[src/verilog/bbpm_pkg.sv]
// constants for the building bus point map: settings, object codes, bit positions
// assumes the protocol layer decodes objects and hands over type, instance and value
//
// Function
// - node address 0..127 from either setting; 128 and above reads as 127
// - link rates 9600, 19200, 38400 selectable from either baud setting
// - rate settings 2400 or 4800 run the link at 9600 instead
// - protocol enabled only when either protocol select equals 5
// - character format fixed at 8 data bits, no parity, one stop bit
// - value objects 0,1,2 map to run command bits 0,1,15
// - value objects 17..23 to bits 2..8, 24 to bit 13, 25 to bit 14
// - status objects 3..8 report drive status bits 0..5
// - status objects 9..16 report drive status bits 6..12 and 15
// - input objects 1..10 copy final input bits 2..8, 11, 13, 14
// - output objects 1..5 map to output bits 0..4, object 6 to bit 8
// - final inputs combine network run command with other command sources
`default_nettype none
package bbpm_pkg;
    localparam logic [7:0] ADDR_MAX = 8'h7f;
    localparam logic [2:0] PROTO_SEL = 3'h5;
    // baud setting codes
    localparam logic [2:0] BAUD_2400 = 3'h0;
    localparam logic [2:0] BAUD_4800 = 3'h1;
    localparam logic [2:0] BAUD_9600 = 3'h2;
    localparam logic [2:0] BAUD_19200 = 3'h3;
    localparam logic [2:0] BAUD_38400 = 3'h4;
    // link rate select encoding
    localparam logic [1:0] RATE_9600 = 2'h0;
    localparam logic [1:0] RATE_19200 = 2'h1;
    localparam logic [1:0] RATE_38400 = 2'h2;
    // character format
    localparam logic [3:0] CHAR_BITS = 4'h8;
    localparam logic [1:0] STOP_BITS = 2'h1;
    localparam logic PARITY_ON = 1'b0;
    // object types
    localparam logic [1:0] OBJ_BV = 2'h0;
    localparam logic [1:0] OBJ_BI = 2'h1;
    localparam logic [1:0] OBJ_BO = 2'h2;
    localparam logic [4:0] BV_FWD = 5'h00;
    localparam logic [4:0] BV_REV = 5'h01;
    localparam logic [4:0] BV_RST = 5'h02;
    localparam logic [4:0] BV_STAT_LO = 5'h03;
    localparam logic [4:0] BV_STAT_HI = 5'h10;
    localparam logic [4:0] BV_DI_LO = 5'h11;
    localparam logic [4:0] BV_DI_HI = 5'h17;
    localparam logic [4:0] BV_XF = 5'h18;
    localparam logic [4:0] BV_XR = 5'h19;
    localparam logic [4:0] BI_LO = 5'h01;
    localparam logic [4:0] BI_HI = 5'h0a;
    localparam logic [4:0] BO_LO = 5'h01;
    localparam logic [4:0] BO_RLY = 5'h06;
    // bit positions
    localparam int RUN_FWD_BIT = 0;
    localparam int RUN_REV_BIT = 1;
    localparam int RUN_DI_BIT = 2;
    localparam int RUN_XF_BIT = 13;
    localparam int RUN_XR_BIT = 14;
    localparam int RUN_RST_BIT = 15;
    localparam int STAT_HI_BIT = 12;
    localparam int STAT_BUSY_BIT = 15;
    localparam int FIN_EN_BIT = 11;
    localparam int OUT_RLY_BIT = 8;
    localparam logic [15:0] RUN_RESET = 16'h0000;
    localparam logic [15:0] OUT_RESET = 16'h0000;
endpackage
`default_nettype wire

[src/verilog/bbpm_point_map.sv]
// point map between network binary objects and the drive command and status words
// assumes a protocol layer presents one decoded object access per strobe
// assumes settings and drive words are levels synchronous to clk
// link setup outputs follow the selected settings one edge later
`default_nettype none
module bbpm_point_map
    import bbpm_pkg::*;
(
    input wire logic clk,
    input wire logic rstn,
    input wire logic [7:0] nodeAddressSettingA,
    input wire logic [7:0] nodeAddressSettingB,
    input wire logic useSettingB,
    input wire logic [2:0] baudSettingA,
    input wire logic [2:0] baudSettingB,
    input wire logic [2:0] protocolSelectA,
    input wire logic [2:0] protocolSelectB,
    input wire logic objStrobe,
    input wire logic objWrite,
    input wire logic [1:0] objType,
    input wire logic [4:0] objInstance,
    input wire logic objValue,
    input wire logic [15:0] driveStatusIn,
    input wire logic [15:0] terminalInputs,
    output logic [6:0] nodeAddress,
    output logic [1:0] linkRate,
    output logic protocolEnable,
    output logic [3:0] charBits,
    output logic parityEnable,
    output logic [1:0] stopBits,
    output logic [15:0] runCommandWord,
    output logic [15:0] outputCommandWord,
    output logic [15:0] driveStatusWord,
    output logic [15:0] finalInputWord,
    output logic ackValid,
    output logic ackNak,
    output logic ackData
);
    typedef struct packed {
        logic [6:0] addr;
        logic [1:0] rate;
        logic en;
        logic [3:0] chr;
        logic par;
        logic [1:0] stp;
        logic [15:0] run;
        logic [15:0] outw;
        logic [15:0] stat;
        logic [15:0] fin;
        logic ackV;
        logic ackN;
        logic ackD;
    } bbpm_state_t;

    // word that an object instance names
    typedef enum logic [1:0] {
        TGT_RUN = 2'h0,
        TGT_STAT = 2'h1,
        TGT_FIN = 2'h2,
        TGT_OUT = 2'h3
    } bbpm_tgt_t;

    bbpm_state_t state_r;
    bbpm_state_t state_nxt;

    logic [7:0] addrSel;
    logic [2:0] baudSel;
    logic [4:0] idx;
    bbpm_tgt_t tgt;
    logic hit;
    logic ro;
    logic ok;
    logic rd;

    always_comb begin
        state_nxt = state_r;
        addrSel = useSettingB ? nodeAddressSettingB : nodeAddressSettingA;
        baudSel = useSettingB ? baudSettingB : baudSettingA;
        idx = 5'h00;
        tgt = TGT_RUN;
        hit = 1'b0;
        ro = 1'b0;
        ok = 1'b0;
        rd = 1'b0;

        // link setup: address and rate from the selected setting set, enable from either protocol select
        if (addrSel > ADDR_MAX) state_nxt.addr = ADDR_MAX[6:0];
        else state_nxt.addr = addrSel[6:0];
        unique case (baudSel)
            BAUD_2400: state_nxt.rate = RATE_9600;
            BAUD_4800: state_nxt.rate = RATE_9600;
            BAUD_9600: state_nxt.rate = RATE_9600;
            BAUD_19200: state_nxt.rate = RATE_19200;
            BAUD_38400: state_nxt.rate = RATE_38400;
            default: state_nxt.rate = RATE_9600;
        endcase
        state_nxt.en = (protocolSelectA == PROTO_SEL)
            || (protocolSelectB == PROTO_SEL);
        state_nxt.chr = CHAR_BITS;
        state_nxt.par = PARITY_ON;
        state_nxt.stp = STOP_BITS;

        // status and final inputs refresh every cycle
        state_nxt.stat = driveStatusIn;
        state_nxt.fin = terminalInputs | state_r.run;
        // run, reverse and reset bits are not terminal commands
        state_nxt.fin[RUN_FWD_BIT] = 1'b0;
        state_nxt.fin[RUN_REV_BIT] = 1'b0;
        state_nxt.fin[RUN_RST_BIT] = 1'b0;
        state_nxt.ackV = 1'b0;

        // lookup: target word, bit and access kind of the object
        unique case (objType)
            OBJ_BV: begin
                if (objInstance == BV_FWD) begin
                    hit = 1'b1;
                    idx = 5'(RUN_FWD_BIT);
                end else if (objInstance == BV_REV) begin
                    hit = 1'b1;
                    idx = 5'(RUN_REV_BIT);
                end else if (objInstance == BV_RST) begin
                    hit = 1'b1;
                    idx = 5'(RUN_RST_BIT);
                end else if (objInstance >= BV_STAT_LO && objInstance < BV_STAT_HI) begin
                    hit = 1'b1;
                    ro = 1'b1;
                    tgt = TGT_STAT;
                    idx = objInstance - BV_STAT_LO;
                end else if (objInstance == BV_STAT_HI) begin
                    hit = 1'b1;
                    ro = 1'b1;
                    tgt = TGT_STAT;
                    idx = 5'(STAT_BUSY_BIT);
                end else if (objInstance >= BV_DI_LO && objInstance <= BV_DI_HI) begin
                    hit = 1'b1;
                    idx = objInstance - BV_DI_LO + 5'(RUN_DI_BIT);
                end else if (objInstance == BV_XF) begin
                    hit = 1'b1;
                    idx = 5'(RUN_XF_BIT);
                end else if (objInstance == BV_XR) begin
                    hit = 1'b1;
                    idx = 5'(RUN_XR_BIT);
                end
            end
            OBJ_BI: begin
                ro = 1'b1;
                tgt = TGT_FIN;
                if (objInstance >= BI_LO && objInstance <= 5'h07) begin
                    hit = 1'b1;
                    idx = objInstance + 5'h01;
                end else if (objInstance == 5'h08) begin
                    hit = 1'b1;
                    idx = 5'(FIN_EN_BIT);
                end else if (objInstance > 5'h08 && objInstance <= BI_HI) begin
                    hit = 1'b1;
                    idx = objInstance + 5'h04;
                end
            end
            OBJ_BO: begin
                tgt = TGT_OUT;
                if (objInstance >= BO_LO && objInstance < BO_RLY) begin
                    hit = 1'b1;
                    idx = objInstance - BO_LO;
                end else if (objInstance == BO_RLY) begin
                    hit = 1'b1;
                    idx = 5'(OUT_RLY_BIT);
                end
            end
            default: hit = 1'b0;
        endcase

        // read bit is the value before this access writes
        unique case (tgt)
            TGT_RUN: rd = state_r.run[idx[3:0]];
            TGT_STAT: rd = state_r.stat[idx[3:0]];
            TGT_FIN: rd = state_r.fin[idx[3:0]];
            TGT_OUT: rd = state_r.outw[idx[3:0]];
        endcase
        ok = hit && !(ro && objWrite);

        if (objStrobe && state_r.en) begin
            if (ok && objWrite && tgt == TGT_RUN) state_nxt.run[idx[3:0]] = objValue;
            if (ok && objWrite && tgt == TGT_OUT) state_nxt.outw[idx[3:0]] = objValue;
            state_nxt.ackV = 1'b1;
            state_nxt.ackN = !ok;
            state_nxt.ackD = rd && hit;
        end
    end

    always_ff @(posedge clk) begin
        if (!rstn) begin
            state_r <= '0;
            state_r.run <= RUN_RESET;
            state_r.outw <= OUT_RESET;
            // character format is fixed from reset onward
            state_r.chr <= CHAR_BITS;
            state_r.par <= PARITY_ON;
            state_r.stp <= STOP_BITS;
        end else begin
            state_r <= state_nxt;
        end
    end

    // every output is a register of the state
    assign nodeAddress = state_r.addr;
    assign linkRate = state_r.rate;
    assign protocolEnable = state_r.en;
    assign charBits = state_r.chr;
    assign parityEnable = state_r.par;
    assign stopBits = state_r.stp;
    assign runCommandWord = state_r.run;
    assign outputCommandWord = state_r.outw;
    assign driveStatusWord = state_r.stat;
    assign finalInputWord = state_r.fin;
    assign ackValid = state_r.ackV;
    assign ackNak = state_r.ackN;
    assign ackData = state_r.ackD;
endmodule
`default_nettype wire

[config.mk]
export PLATFORM = sky130hd
export DESIGN_NAME = bbpm_point_map
export DESIGN_NICKNAME = d
export VERILOG_FILES = /design/src/verilog/bbpm_pkg.sv /design/src/verilog/bbpm_point_map.sv
export SDC_FILE = /design/constraint.sdc
export NUM_CORES = 1
export LEC_CHECK = 0
export BUFFER_PORTS_ARGS = -buffer_cell sky130_fd_sc_hd__buf_2
export CAP_MARGIN = 0
export CORE_ASPECT_RATIO = 1.4
export CORE_MARGIN = 2
export CORE_UTILIZATION = 45
export CTS_CLUSTER_DIAMETER = 80
export DETAILED_ROUTE_END_ITERATION = 8
export GPL_TIMING_DRIVEN = 0
export PLACE_DENSITY = 0.78
export REMOVE_ABC_BUFFERS = 1
export SKIP_CTS_REPAIR_TIMING = 1
export SLEW_MARGIN = 20
export SYNTH_ARGS = -nofsm -noshare
export SYNTH_HDL_FRONTEND = slang
export SYNTH_SLANG_ARGS = --single-unit
[constraint.sdc]
create_clock -name clk -period 3.1 [get_ports clk]
set_clock_uncertainty 0.1 [all_clocks]
set_input_delay 0.465 -clock clk [delete_from_list [all_inputs] [get_ports clk]]
set_output_delay 0.465 -clock clk [all_outputs]
set_load 0.01 [all_outputs]
# Word level (Yosys, flattened, before mapping)
# Cells that the tools add are included.
dict set report classes {
  addsub 6
  bitwise_logic 1
  mux 58
  n_eq_ne 16
  n_reduce_logical 21
  order_cmp 12
}
# cell n
set op_table {}
lappend op_table {{$mux 4} 13}
lappend op_table {{$bwmux 16} 2}
lappend op_table {{$mux 1} 28}
lappend op_table {{$bmux 1 s4} 4}
lappend op_table {{$eq 5x5->1 const B} 3}
lappend op_table {{$or 15x15->15} 1}
lappend op_table {{$logic_and 1x1->1} 13}
lappend op_table {{$pmux 4 s3} 1}
lappend op_table {{$eq 3x3->1 const B} 3}
lappend op_table {{$gt 8x7->1 const B} 1}
lappend op_table {{$mux 8} 1}
lappend op_table {{$sub 4x1->4 const B} 2}
lappend op_table {{$mux 7} 1}
lappend op_table {{$eq 2x2->1 const B} 3}
lappend op_table {{$mux 3} 2}
lappend op_table {{$pmux 2 s3} 1}
lappend op_table {{$eq 5x1->1 const B} 1}
lappend op_table {{$eq 5x2->1 const B} 1}
lappend op_table {{$eq 5x3->1 const B} 1}
lappend op_table {{$eq 5x4->1 const B} 1}
lappend op_table {{$ge 5x1->1 const B} 1}
lappend op_table {{$ge 5x2->1 const B} 1}
lappend op_table {{$ge 5x5->1 const B} 1}
lappend op_table {{$gt 5x4->1 const B} 1}
lappend op_table {{other kinds (23)} 27}
dict set report totals {
  input_bits 73
  out_inout_bits 84
  word_cells 128
  register_bits 84
}

# Depth between registers and ports, before layout
# Gate-level depths: netlist of the first run.
dict set report depth {
  depth_word 15
  depth_mapped 16
  mapped_depth_nobuf 12
}

# Least setup slack after synthesis of the first run
# No wires, ideal clock.
dict set report synth_timing {
  path_kind {input-to-reg}
  startpoint {input port objInstance[3]}
  endpoint {register state_r (netlist bit ackData)}
  arrival_ns 3.081
  t_required_ns 2.880
  setup_slack_ns -0.201
  setup_ns 0.120
  path_buffers 2
  cell_stages 14
  path_cell_list {clkbuf_1 > inv_1 > ha_1 > buf_2 > a211o_1 > o21ai_0 > a21oi_1 > o21ai_2 > nand2_1 > and3_1 > a2111oi_0 > o31ai_1 > a211oi_1 > o21ai_1}
}
dict set report synth_between {
  elab_chain_len 14
  elab_cells_between_ends 76
  classes_between {6 x add/sub; 9 x order compare; 10 x eq/ne; 43 x mux; 8 x reduce/logical}
}
# element line_no
set synth_lines {}
lappend synth_lines {{start, declared} bbpm_point_map.sv:21} ;# input wire logic [4:0] objInstance,
lappend synth_lines {{parallel branches: the longest is 13 deep, another holds $sub 4x1->4} --}
lappend synth_lines {{$logic_and 1x1->1 *} bbpm_point_map.sv:186} ;# state_nxt.ackD = rd && hit;
lappend synth_lines {{end signal, assigned} bbpm_point_map.sv:200} ;# state_r <= state_nxt;
lappend synth_lines {{end, declared} bbpm_point_map.sv:63} ;# bbpm_state_t state_r;
# Every way passes the cells marked *. The select of a mux whose other input is x is not followed.
# A chain may end at the register's enable or synchronous reset.

# Worst setup path in the final report of the first run
dict set report layout_timing {
  startpoint {input port objInstance[0]}
  endpoint {register state_r (netlist bit ackData)}
}
# Same word-level chain as after synthesis.

==> reports/metrics.csv, run 1 <==
metric,value,unit
layout.nets,790,
synthesis.area,0.00443,mm2
cts-root-buf,clkbuf_16,
min_to,finalInputWord[11],
io_buffers,143,
io_pins,157,
critPathArrivalTime,3.29,ns
drv_cap,0,
hold_start,terminalInputs[11],
die-area,0.0107,mm2
maxSlewHeadroom,29.3,%
place.gp.congestion,0.896,
drive_gt1_share,44.4,%
die_x,87.8,um
violations,negative setup slack,
tightest_slew,1.06,ns
die_y,121,um
critical_path.slowest_cell,a2111oi_4,
p_leak,2.79,nW
register_area,0.00148,mm2
outcome,finished with violations,
worstSkewPairLatency,0.33,ns
layout_common_cells,"buf_2 (137), dfxtp_1 (74), buf_4 (62)",
cts_max_path_buffers,2,
fin_tns_setup,-0.0629,ns
syn_area_per_cell,8.56,um2
worst_slack,-0.0629,ns
final_cell_count_no_fill,842,
routed_via_density,5.89,
core,0.00951,mm2
num_rows,42,
ant_nets,0,
multi_input_area,0.00314,mm2
cp-start-kind,primary input,
min_period,3.16,ns
wirelength,15.9,mm
min_period_over_period,102,%
path_cells,buf_16 > clkinvlp_4 > ha_2 > mux2_2 > nand2_4 > o31ai_4 > o31a_1 > a2111oi_4 > buf_4 > a22oi_2 > o22ai_2 > o31ai_2 > a211oi_2 > o21ai_1,
max_freq,0.316,GHz
rrSetupSlack,0.95,ns
async_reset_ff_share,0,%
critPathKind,in -> reg,
r2r_cells,7,
placed_cells,758,
critPathCaptureType,register,
h-tree-depth,3,
power.density,401,mW/mm2
num_vias,4956,
drv_slew,0,
r2r-start,protocolEnable,
areaGrowthSynthToFinish,44.3,%
numCtsBuffers,9,
seq_area_frac_synth,33.5,%
grt_use_total,24.2,%
cts_tree,yes,
avgRoutedWirePerCell,18.9,um
grt_pass1_vias,4189,
initial_core_util,46.6,%
cts_sinks,74,
finalSetupViolCount,1,
grt_max_degree,77,
first_pass_iters,6,
synth_seq_cells,74,
hold_depth,2,
synth_cells,517,
grt-ovfl-total,0,
final_common_cell,buf_2,
hold_viol_final,0,
worstPathMaxFanout,16,
critPathBufInv,3,
r2r_end,runCommandWord[5],
ir_drop,0.000391,V
clkTransAtPathRegs,0.06,ns
grt_antenna_before_repair,0,
route.detailed.drc,0,
critPathTopFamily,compound AO/OA/AOI/OAI gates,
nFillCells,730,
place_hpwl,9.58,mm
synth_warnings,0,
cp.required,3.22,ns
synth.distinct_cells,78,
synth_ff_type,dfxtp_1,
synth_edf_count,0,
drt_iter0_markers,576,
max_stage_delay,0.49,ns
grt_pass1_wl,20.2,mm
holdCritPathClass,in -> reg,
diodes,0,
## worst register-to-register path, cell delays in order (launching register included)
cell,delay [ns]
dfxtp_1,0.34
nand2_1,0.14
a311oi_2,0.38
and4b_2,0.36
nand3_1,0.15
nor2_1,0.23
mux2i_1,0.26
nor2b_1,0.08
## where the power goes
group	internal (mW)	leakage [nW]	switching (mW)
Clock	0.560	0.133	0.385
Combinational	0.280	2.05	0.340
Sequential	0.981	0.607	0.0151
Total	1.82	2.79	0.740
## sequential cells by signal (all words and copies together), names as in the netlist
register and flops:
ackData 1, ackNak 1, ackValid 1, driveStatusWord 16, finalInputWord 13, linkRate 2, nodeAddress 7, outputCommandWord 16
protocolEnable 1, runCommandWord 16
## logic make-up after synthesis
| group | count (synthesis) | share of synthesized area, % |
|---|---|---|
| AND/OR/NAND/NOR | 194 | 22.4 |
| AO/OA/AOI/OAI | 138 | 24.8 |
| flip-flops | 74 | 33.5 |
| buffers and inverters | 56 | 6.44 |
| multiplexers | 38 | 8.70 |
| adder cells (fa/ha/maj) | 12 | 3.39 |
| XOR/XNOR | 3 | 0.593 |
| other | 2 | 0.170 |
## synthesized netlist by cell type, types with 12 or more instances
library cell	count	share of area (%)
a21boi_0	13	2.2
a21oi_1	17	1.9
and2_1	21	3.0
clkbuf_1	19	1.6
dfxtp_1	74	33
ha_1	12	3.4
inv_1	13	1.1
mux2i_1	34	7.7
nand2_1	61	5.2
nand3_1	23	2.6
nor2_1	25	2.1
nor2b_1	24	3.4
o21a_1	15	2.5
o21ai_0	16	1.8
## worst max-delay path by stage
| stage | depth (start not counted) | slack, ns | from | to |
|---|---|---|---|---|
| 2_1_floorplan | 11 | -0.76 | objInstance[3] | ackData |
| 3_3_place_gp | 13 | -2.41 | objInstance[3] | ackData |
| 3_5_place_dp | 13 | -1.53 | objInstance[3] | ackData |
| 4_1_cts | 13 | -1.18 | objInstance[3] | ackData |
| 5_1_grt | 14 | -0.11 | objInstance[1] | runCommandWord[5] |
| 6_report | 14 | -0.06 | objInstance[0] | ackData |
## layout make-up
type,instances,share of cell area (%)
clock inverters,3,0.235
multi-input cells,398,49.1
inverters,13,0.920
well taps,132,2.59
flip-flops and latches,74,23.2
clock buffers,13,3.92
repair buffers,209,20.1
## per-stage QoR
step	area, um2	utilization, %	hold slack [ns]	power [mW]	setup WS (ns)
5_1_grt	6390	67.2	0.225	2.64	-0.110
6_report	6390	67.2	0.222	2.56	-0.0629
2_1_floorplan	4220	-	0.386	1.26	-0.765
3_5_place_dp	5110	53.7	0.374	1.43	-1.53
4_1_cts	5380	56.5	0.221	2.37	-1.18
3_3_place_gp	5100	53.6	0.359	1.42	-2.41
## per-layer routing
layer / track usage, % / share of wire (%) / vias up
met5: 0 / 0 / -
met4: 11.6 / 4.8 / 0
met3: 3.88 / 6.8 / 73
met2: 41.7 / 51 / 300
met1: 28.8 / 37 / 2343
li1: - / - / 2240
Note: power is estimated with default switching activity, not from simulation.
==> inputs of run 2 (changes only) <==
--- a/config.mk
+++ b/config.mk
@@ -15,6 +15,7 @@
 export GPL_TIMING_DRIVEN = 0
 export PLACE_DENSITY = 0.78
 export REMOVE_ABC_BUFFERS = 1
+export SETUP_SLACK_MARGIN = 0.5
 export SKIP_CTS_REPAIR_TIMING = 1
 export SLEW_MARGIN = 20
 export SYNTH_ARGS = -nofsm -noshare
==> run 2 against run 1 <==
Effect of this change: the run still ends with negative setup slack left; register-to-register slack got worse by 0.07 ns; final cell count rose by 2.9%; via count rose by 5.5%; sequential cell count stayed put; sequential power barely moved; routed wire length rose by 12%; die area is the same; largest cell class unchanged; largest power group unchanged; highest routed layer unchanged.
==> reports/metrics.csv, run 2 (synthesis results as in run 1) <==
metric,value,unit,change
outcome,finished with violations,,
violations,negative setup slack,,
avgRoutedWirePerCell,20.5,um,+8.8%
num_vias,5228,,+5.5%
die_y,121,um,unchanged
grt_pass1_vias,4189,,unchanged
cts_sinks,74,,unchanged
cts_tree,yes,,
io_buffers,143,,unchanged
grt_use_total,24.2,%,unchanged
p_clk_share,36.2,%,-0.7 points
p_int,1.87,mW,+2.4%
final_cell_count_no_fill,866,,+2.9%
grt_max_degree,77,,unchanged
final_common_cell,buf_2,,
max_freq,0.309,GHz,-2.2%
worstPathMaxFanout,8,,-8
finalPower,2.66,mW,+3.8%
critPathArrivalTime,3.36,ns,+0.07 ns
swShare,29.8,%,+0.93 points
ant_nets,0,,unchanged
numCtsBuffers,9,,unchanged
io_pins,157,,unchanged
first_pass_iters,8,,+2
worst_slack,-0.133,ns,-0.0705 ns
rsz0062_at_grt,true,,
utilization,71.7,%,+4.5 points
diodes,0,,unchanged
critPathCaptureType,register,,
combinationalPowerShare,26.3,%,+2.1 points
ir_drop,0.000378,V,-3.4%
grt_antenna_before_repair,0,,unchanged
p_leak,2.97,nW,+6.4%
drive_gt1_share,48.0,%,+3.6 points
clkTransAtPathRegs,0.06,ns,about the same
tightest_slew,1.07,ns,+0.0128 ns
critical_path.slowest_cell,a2111oi_4,,
hold_viol_final,0,,unchanged
min_period_over_period,104,%,+2.3 points
nFillCells,662,,-9.3%
max_stage_delay,0.53,ns,+0.04 ns
layout.nets,814,,+3.0%
power.density,390,mW/mm2,-2.7%
die_x,87.8,um,unchanged
path_cells,buf_12 > clkinvlp_4 > buf_4 > ha_1 > nor3b_1 > a21oi_1 > o21ai_1 > a21oi_4 > a2111oi_4 > buf_4 > a22oi_2 > o22ai_2 > o31ai_2 > a211oi_2 > o21ai_1,,
cp.required,3.22,ns,about the same
drv_slew,0,,unchanged
route.detailed.drc,0,,unchanged
worstSkewPairLatency,0.34,ns,about the same
min_period,3.23,ns,+0.0705 ns
cts_max_path_buffers,2,,unchanged
cp-start-kind,primary input,,
num_rows,42,,unchanged
die-area,0.0107,mm2,unchanged
initial_core_util,46.6,%,unchanged
place.gp.congestion,0.896,,unchanged
grt_pass1_wl,20.2,mm,unchanged
drt_iter0_markers,570,,-1.0%
areaGrowthSynthToFinish,53.9,%,
critPathKind,in -> reg,,
routed_via_density,6.04,,+2.6%
h-tree-depth,3,,unchanged
switching_power,0.793,mW,+7.1%
place_hpwl,9.58,mm,unchanged
placed_cells,758,,unchanged
wirelength,17.8,mm,+12%
p_seq_share,37.5,%,-1.4 points
cts-root-buf,clkbuf_16,,
maxSlewHeadroom,28.5,%,-0.85 points
core,0.00951,mm2,unchanged
layout_common_cells,"buf_2 (135), buf_4 (79), dfxtp_1 (74)",,
drv_cap,0,,unchanged
finalSetupViolCount,3,,+2
grt-ovfl-total,0,,unchanged
holdCritPathClass,in -> reg,,
-- run 2: cell count changes in the layout (fill, tap and decap cells not counted), sizes merged --
| cell | before | now |
|---|---|---|
| buf | 206 | 230 |
-- run 2: metrics by stage --
| stage | hold WS, ns | cell area [um2] | TNS, ns | setup WS (ns) |
|---|---|---|---|---|
| 2_1_floorplan | 0.386 | 4220 | -3.87 | -0.765 |
| 3_3_place_gp | 0.359 | 5100 | -39.29 | -2.41 |
| 3_5_place_dp | 0.374 | 5110 | -34.73 | -1.53 |
| 4_1_cts | 0.221 | 5380 | -23.65 | -1.18 |
| 5_1_grt | 0.223 | 6820 | -0.716 | -0.196 |
| 6_report | 0.221 | 6820 | -0.198 | -0.133 |
-- run 2: layer usage --
layer  track usage (%)  vias to the layer above  share of wire [%]
met5                 0                        -                  0
met3              3.88                      121                8.8
li1                  -                     2291                  -
met4              11.6                        0                6.5
met1              28.8                     2414                 34
met2              41.7                      402                 51
-- run 2: critical path: cells and delay by family --
family                     cells  cell delay, ns
AOI/OAI and AO/OA              9            1.84
adders and majority gates      1            0.18
buffers and inverters          4            0.65
and+or+nand+nor                1            0.21
-- run 2: path summary, 6_finish.rpt --
check	startpoint	end	slack, ns	cells past startpoint
setup / recovery	objInstance[1]	ackData	-0.13	15
hold / removal	terminalInputs[11]	finalInputWord[11]	0.22	2
setup reg to reg	protocolEnable	outputCommandWord[7]	0.88	8
hold reg to reg	outputCommandWord[13]	outputCommandWord[13]	0.40	2
-- run 2: power by group through the flow --
stage | Combinational, mW | Sequential (mW) | Clock [mW]
6_report | 0.700 | 0.997 | 0.961
3_3_place_gp | 0.408 | 1.02 | 0
2_1_floorplan | 0.228 | 1.03 | 0
3_5_place_dp | 0.417 | 1.02 | 0
4_1_cts | 0.419 | 0.996 | 0.950
5_1_grt | 0.732 | 0.999 | 0.994
-- run 2: final cells by class --
class,count,area [um2],area share [%]
multi-input cells,398,3310,48.5
repair buffers,233,1530,22.5
flip-flops and latches,74,1480,21.7
clock buffers,13,250,3.67
well taps,132,165,2.42
inverters,13,66.3,0.973
clock inverters,3,15.0,0.220
==> inputs of run 3 (changes only) <==
--- a/config.mk
+++ b/config.mk
@@ -13,7 +13,7 @@
 export CTS_CLUSTER_DIAMETER = 80
 export DETAILED_ROUTE_END_ITERATION = 8
 export GPL_TIMING_DRIVEN = 0
-export PLACE_DENSITY = 0.78
+export PLACE_DENSITY = 0.75
 export REMOVE_ABC_BUFFERS = 1
 export SETUP_SLACK_MARGIN = 0.5
 export SKIP_CTS_REPAIR_TIMING = 1
==> constraint.sdc (replaced) <==
create_clock -name clk -period 3.95 [get_ports clk]
set_clock_uncertainty 0.1 [all_clocks]
set_input_delay 0.5925 -clock clk [delete_from_list [all_inputs] [get_ports clk]]
set_output_delay 0.5925 -clock clk [all_outputs]
set_load 0.01 [all_outputs]
==> run 3 against run 2 <==
Effect of this change: the flow now finishes without violations; sequential power is 22% lower; die area stayed put; sequential share of layout area is 2.4 points higher; clock power is 8% higher; first-iteration DRC count is 31% lower; combinational power is 39% lower; routed wire length is 20% lower; critical endpoint unchanged.
==> reports/metrics.csv, run 3 (synthesis results as in run 1) <==
metric,value,unit,change
worst_slack,0.556,ns,+0.689 ns
max_freq,0.295,GHz,
grt_pass1_wl,20.2,mm,-0.17%
wirelength,14.3,mm,-20%
io_buffers,143,,unchanged
min_period_over_period,85.9,%,
maxSlewHeadroom,43.9,%,+15 points
hold_viol_final,0,,unchanged
avgRoutedWirePerCell,17.6,um,-14%
finalSetupViolCount,0,,-3
place_hpwl,9.87,mm,+2.9%
cp.required,4.07,ns,+0.85 ns
cts-root-buf,clkbuf_16,,
grt_antenna_before_repair,0,,unchanged
power.density,366,mW/mm2,-6.1%
path_cells,buf_6 > clkinvlp_4 > ha_1 > nand2_1 > a22oi_2 > buf_6 > and3_1 > o31a_1 > a2111oi_0 > a31oi_1 > o311ai_1 > o31ai_2 > a211oi_2 > o21ai_1,,
first_pass_iters,5,,-3
p_leak,2.64,nW,-11%
grt_max_degree,77,,unchanged
final_common_cell,buf_2,,
hold_start,terminalInputs[12],,
worstSkewPairLatency,0.33,ns,about the same
cts_tree,yes,,
clkTransAtPathRegs,0.06,ns,about the same
drt_iter0_markers,393,,-31%
rsz0062_at_grt,false,,
rrSetupSlack,1.69,ns,+0.81 ns
grt_use_total,24.2,%,-0.025 points
ant_nets,0,,unchanged
routed_via_density,5.71,,-5.4%
layout_common_cells,"buf_2 (138), dfxtp_1 (74), nand2_1 (59)",,
nFillCells,798,,+21%
initial_core_util,46.6,%,unchanged
crit_top_cell,buf_6,,
grt_pass1_vias,4190,,+0.024%
critPathCaptureType,register,,
critical_path.slowest_cell,a2111oi_0,,
grt-ovfl-total,0,,unchanged
hold_depth,2,,unchanged
pre_cts_ws,-0.969,ns,+0.559 ns
diodes,0,,unchanged
r2r_cells,7,,-1
die_y,121,um,unchanged
route.detailed.drc,0,,unchanged
die_x,87.8,um,unchanged
r2r_end,runCommandWord[3],,
cp-start-kind,primary input,,
outcome,finished clean,,
io_pins,157,,unchanged
min_period,3.39,ns,
tightest_slew,0.842,ns,-0.231 ns
layout.nets,759,,-6.8%
max_stage_delay,0.45,ns,-0.08 ns
num_vias,4631,,-11%
num_rows,42,,unchanged
worstPathMaxFanout,15,,+7
drv_cap,0,,unchanged
holdCritPathClass,in -> reg,,
place.gp.congestion,0.909,,+1.5%
r2r-start,protocolEnable,,
core,0.00951,mm2,unchanged
numCtsBuffers,9,,unchanged
drive_gt1_share,38.7,%,-9.2 points
critPathArrivalTime,3.51,ns,+0.15 ns
cts_max_path_buffers,2,,unchanged
min_to,finalInputWord[12],,
die-area,0.0107,mm2,unchanged
ir_drop,0.000357,V,-5.4%
finalPower,2.25,mW,-16%
cts_sinks,74,,unchanged
drv_slew,0,,unchanged
critPathKind,in -> reg,,
areaGrowthSynthToFinish,38.5,%,
h-tree-depth,3,,unchanged
## run 3: cell types whose count changed in the layout (fill, tap and decap cells not counted), moves of 5 or more
cell      before  now
buf_6         11    3
nand2_1       54   59
nor2_1        15   23
buf_4         79   36
a21boi_0       8   13
## run 3: layer usage
metal | wire [um] | global-route usage (%)
met1 | 5370 | 27.8
met2 | 7440 | 42.9
met3 | 921 | 3.54
met4 | 578 | 11.6
met5 | 0 | 0
## run 3: worst max-delay path: cells and delay by family
family                     cells  cell delay, ns
AOI/OAI and AO/OA              8            1.84
and+or+nand+nor                2            0.32
adders and majority gates      1            0.23
buffers and inverters          3            0.52
## run 3: worst max path at each step
stage / from / end / slack (ns) / depth (start not counted)
2_1_floorplan: objInstance[3] / ackData / -0.04 / 11
3_3_place_gp: objInstance[3] / ackData / -1.76 / 12
3_5_place_dp: objInstance[3] / ackData / -0.97 / 13
4_1_cts: objInstance[3] / ackData / -0.62 / 13
5_1_grt: objInstance[3] / ackData / 0.49 / 15
6_report: objInstance[3] / ackData / 0.56 / 14
## run 3: report_power, final
part           internal, mW  switching, mW  total [mW]
logic                 0.187          0.237       0.424
registers             0.770         0.0120       0.782
clock network         0.733          0.308        1.04
total                  1.69          0.557        2.25
## run 3: final cells by class
cell class                      count  area [um2]  share of cell area, %
Timing Repair Buffer              180        1030                   16.9
Clock buffer                       12         267                   4.35
Inverter                           13        63.8                   1.04
Sequential cell                    74        1480                   24.2
Clock inverter                      4         120                   1.96
Tap cell                          132         165                   2.69
Multi-Input combinational cell    396        3000                   48.9
## run 3: metrics by stage
stage	std cells	TNS (ns)	hold WS (ns)	utilization (%)	cell area [um2]
floorplan	482	-0.0423	0.386	-	4220
global placement	757	-18.56	0.372	53.6	5100
detailed placement	758	-14.25	0.384	53.7	5110
CTS	774	-4.81	0.352	57.8	5500
global route	811	0	0.357	64.5	6130
finish	811	0	0.356	64.5	6130
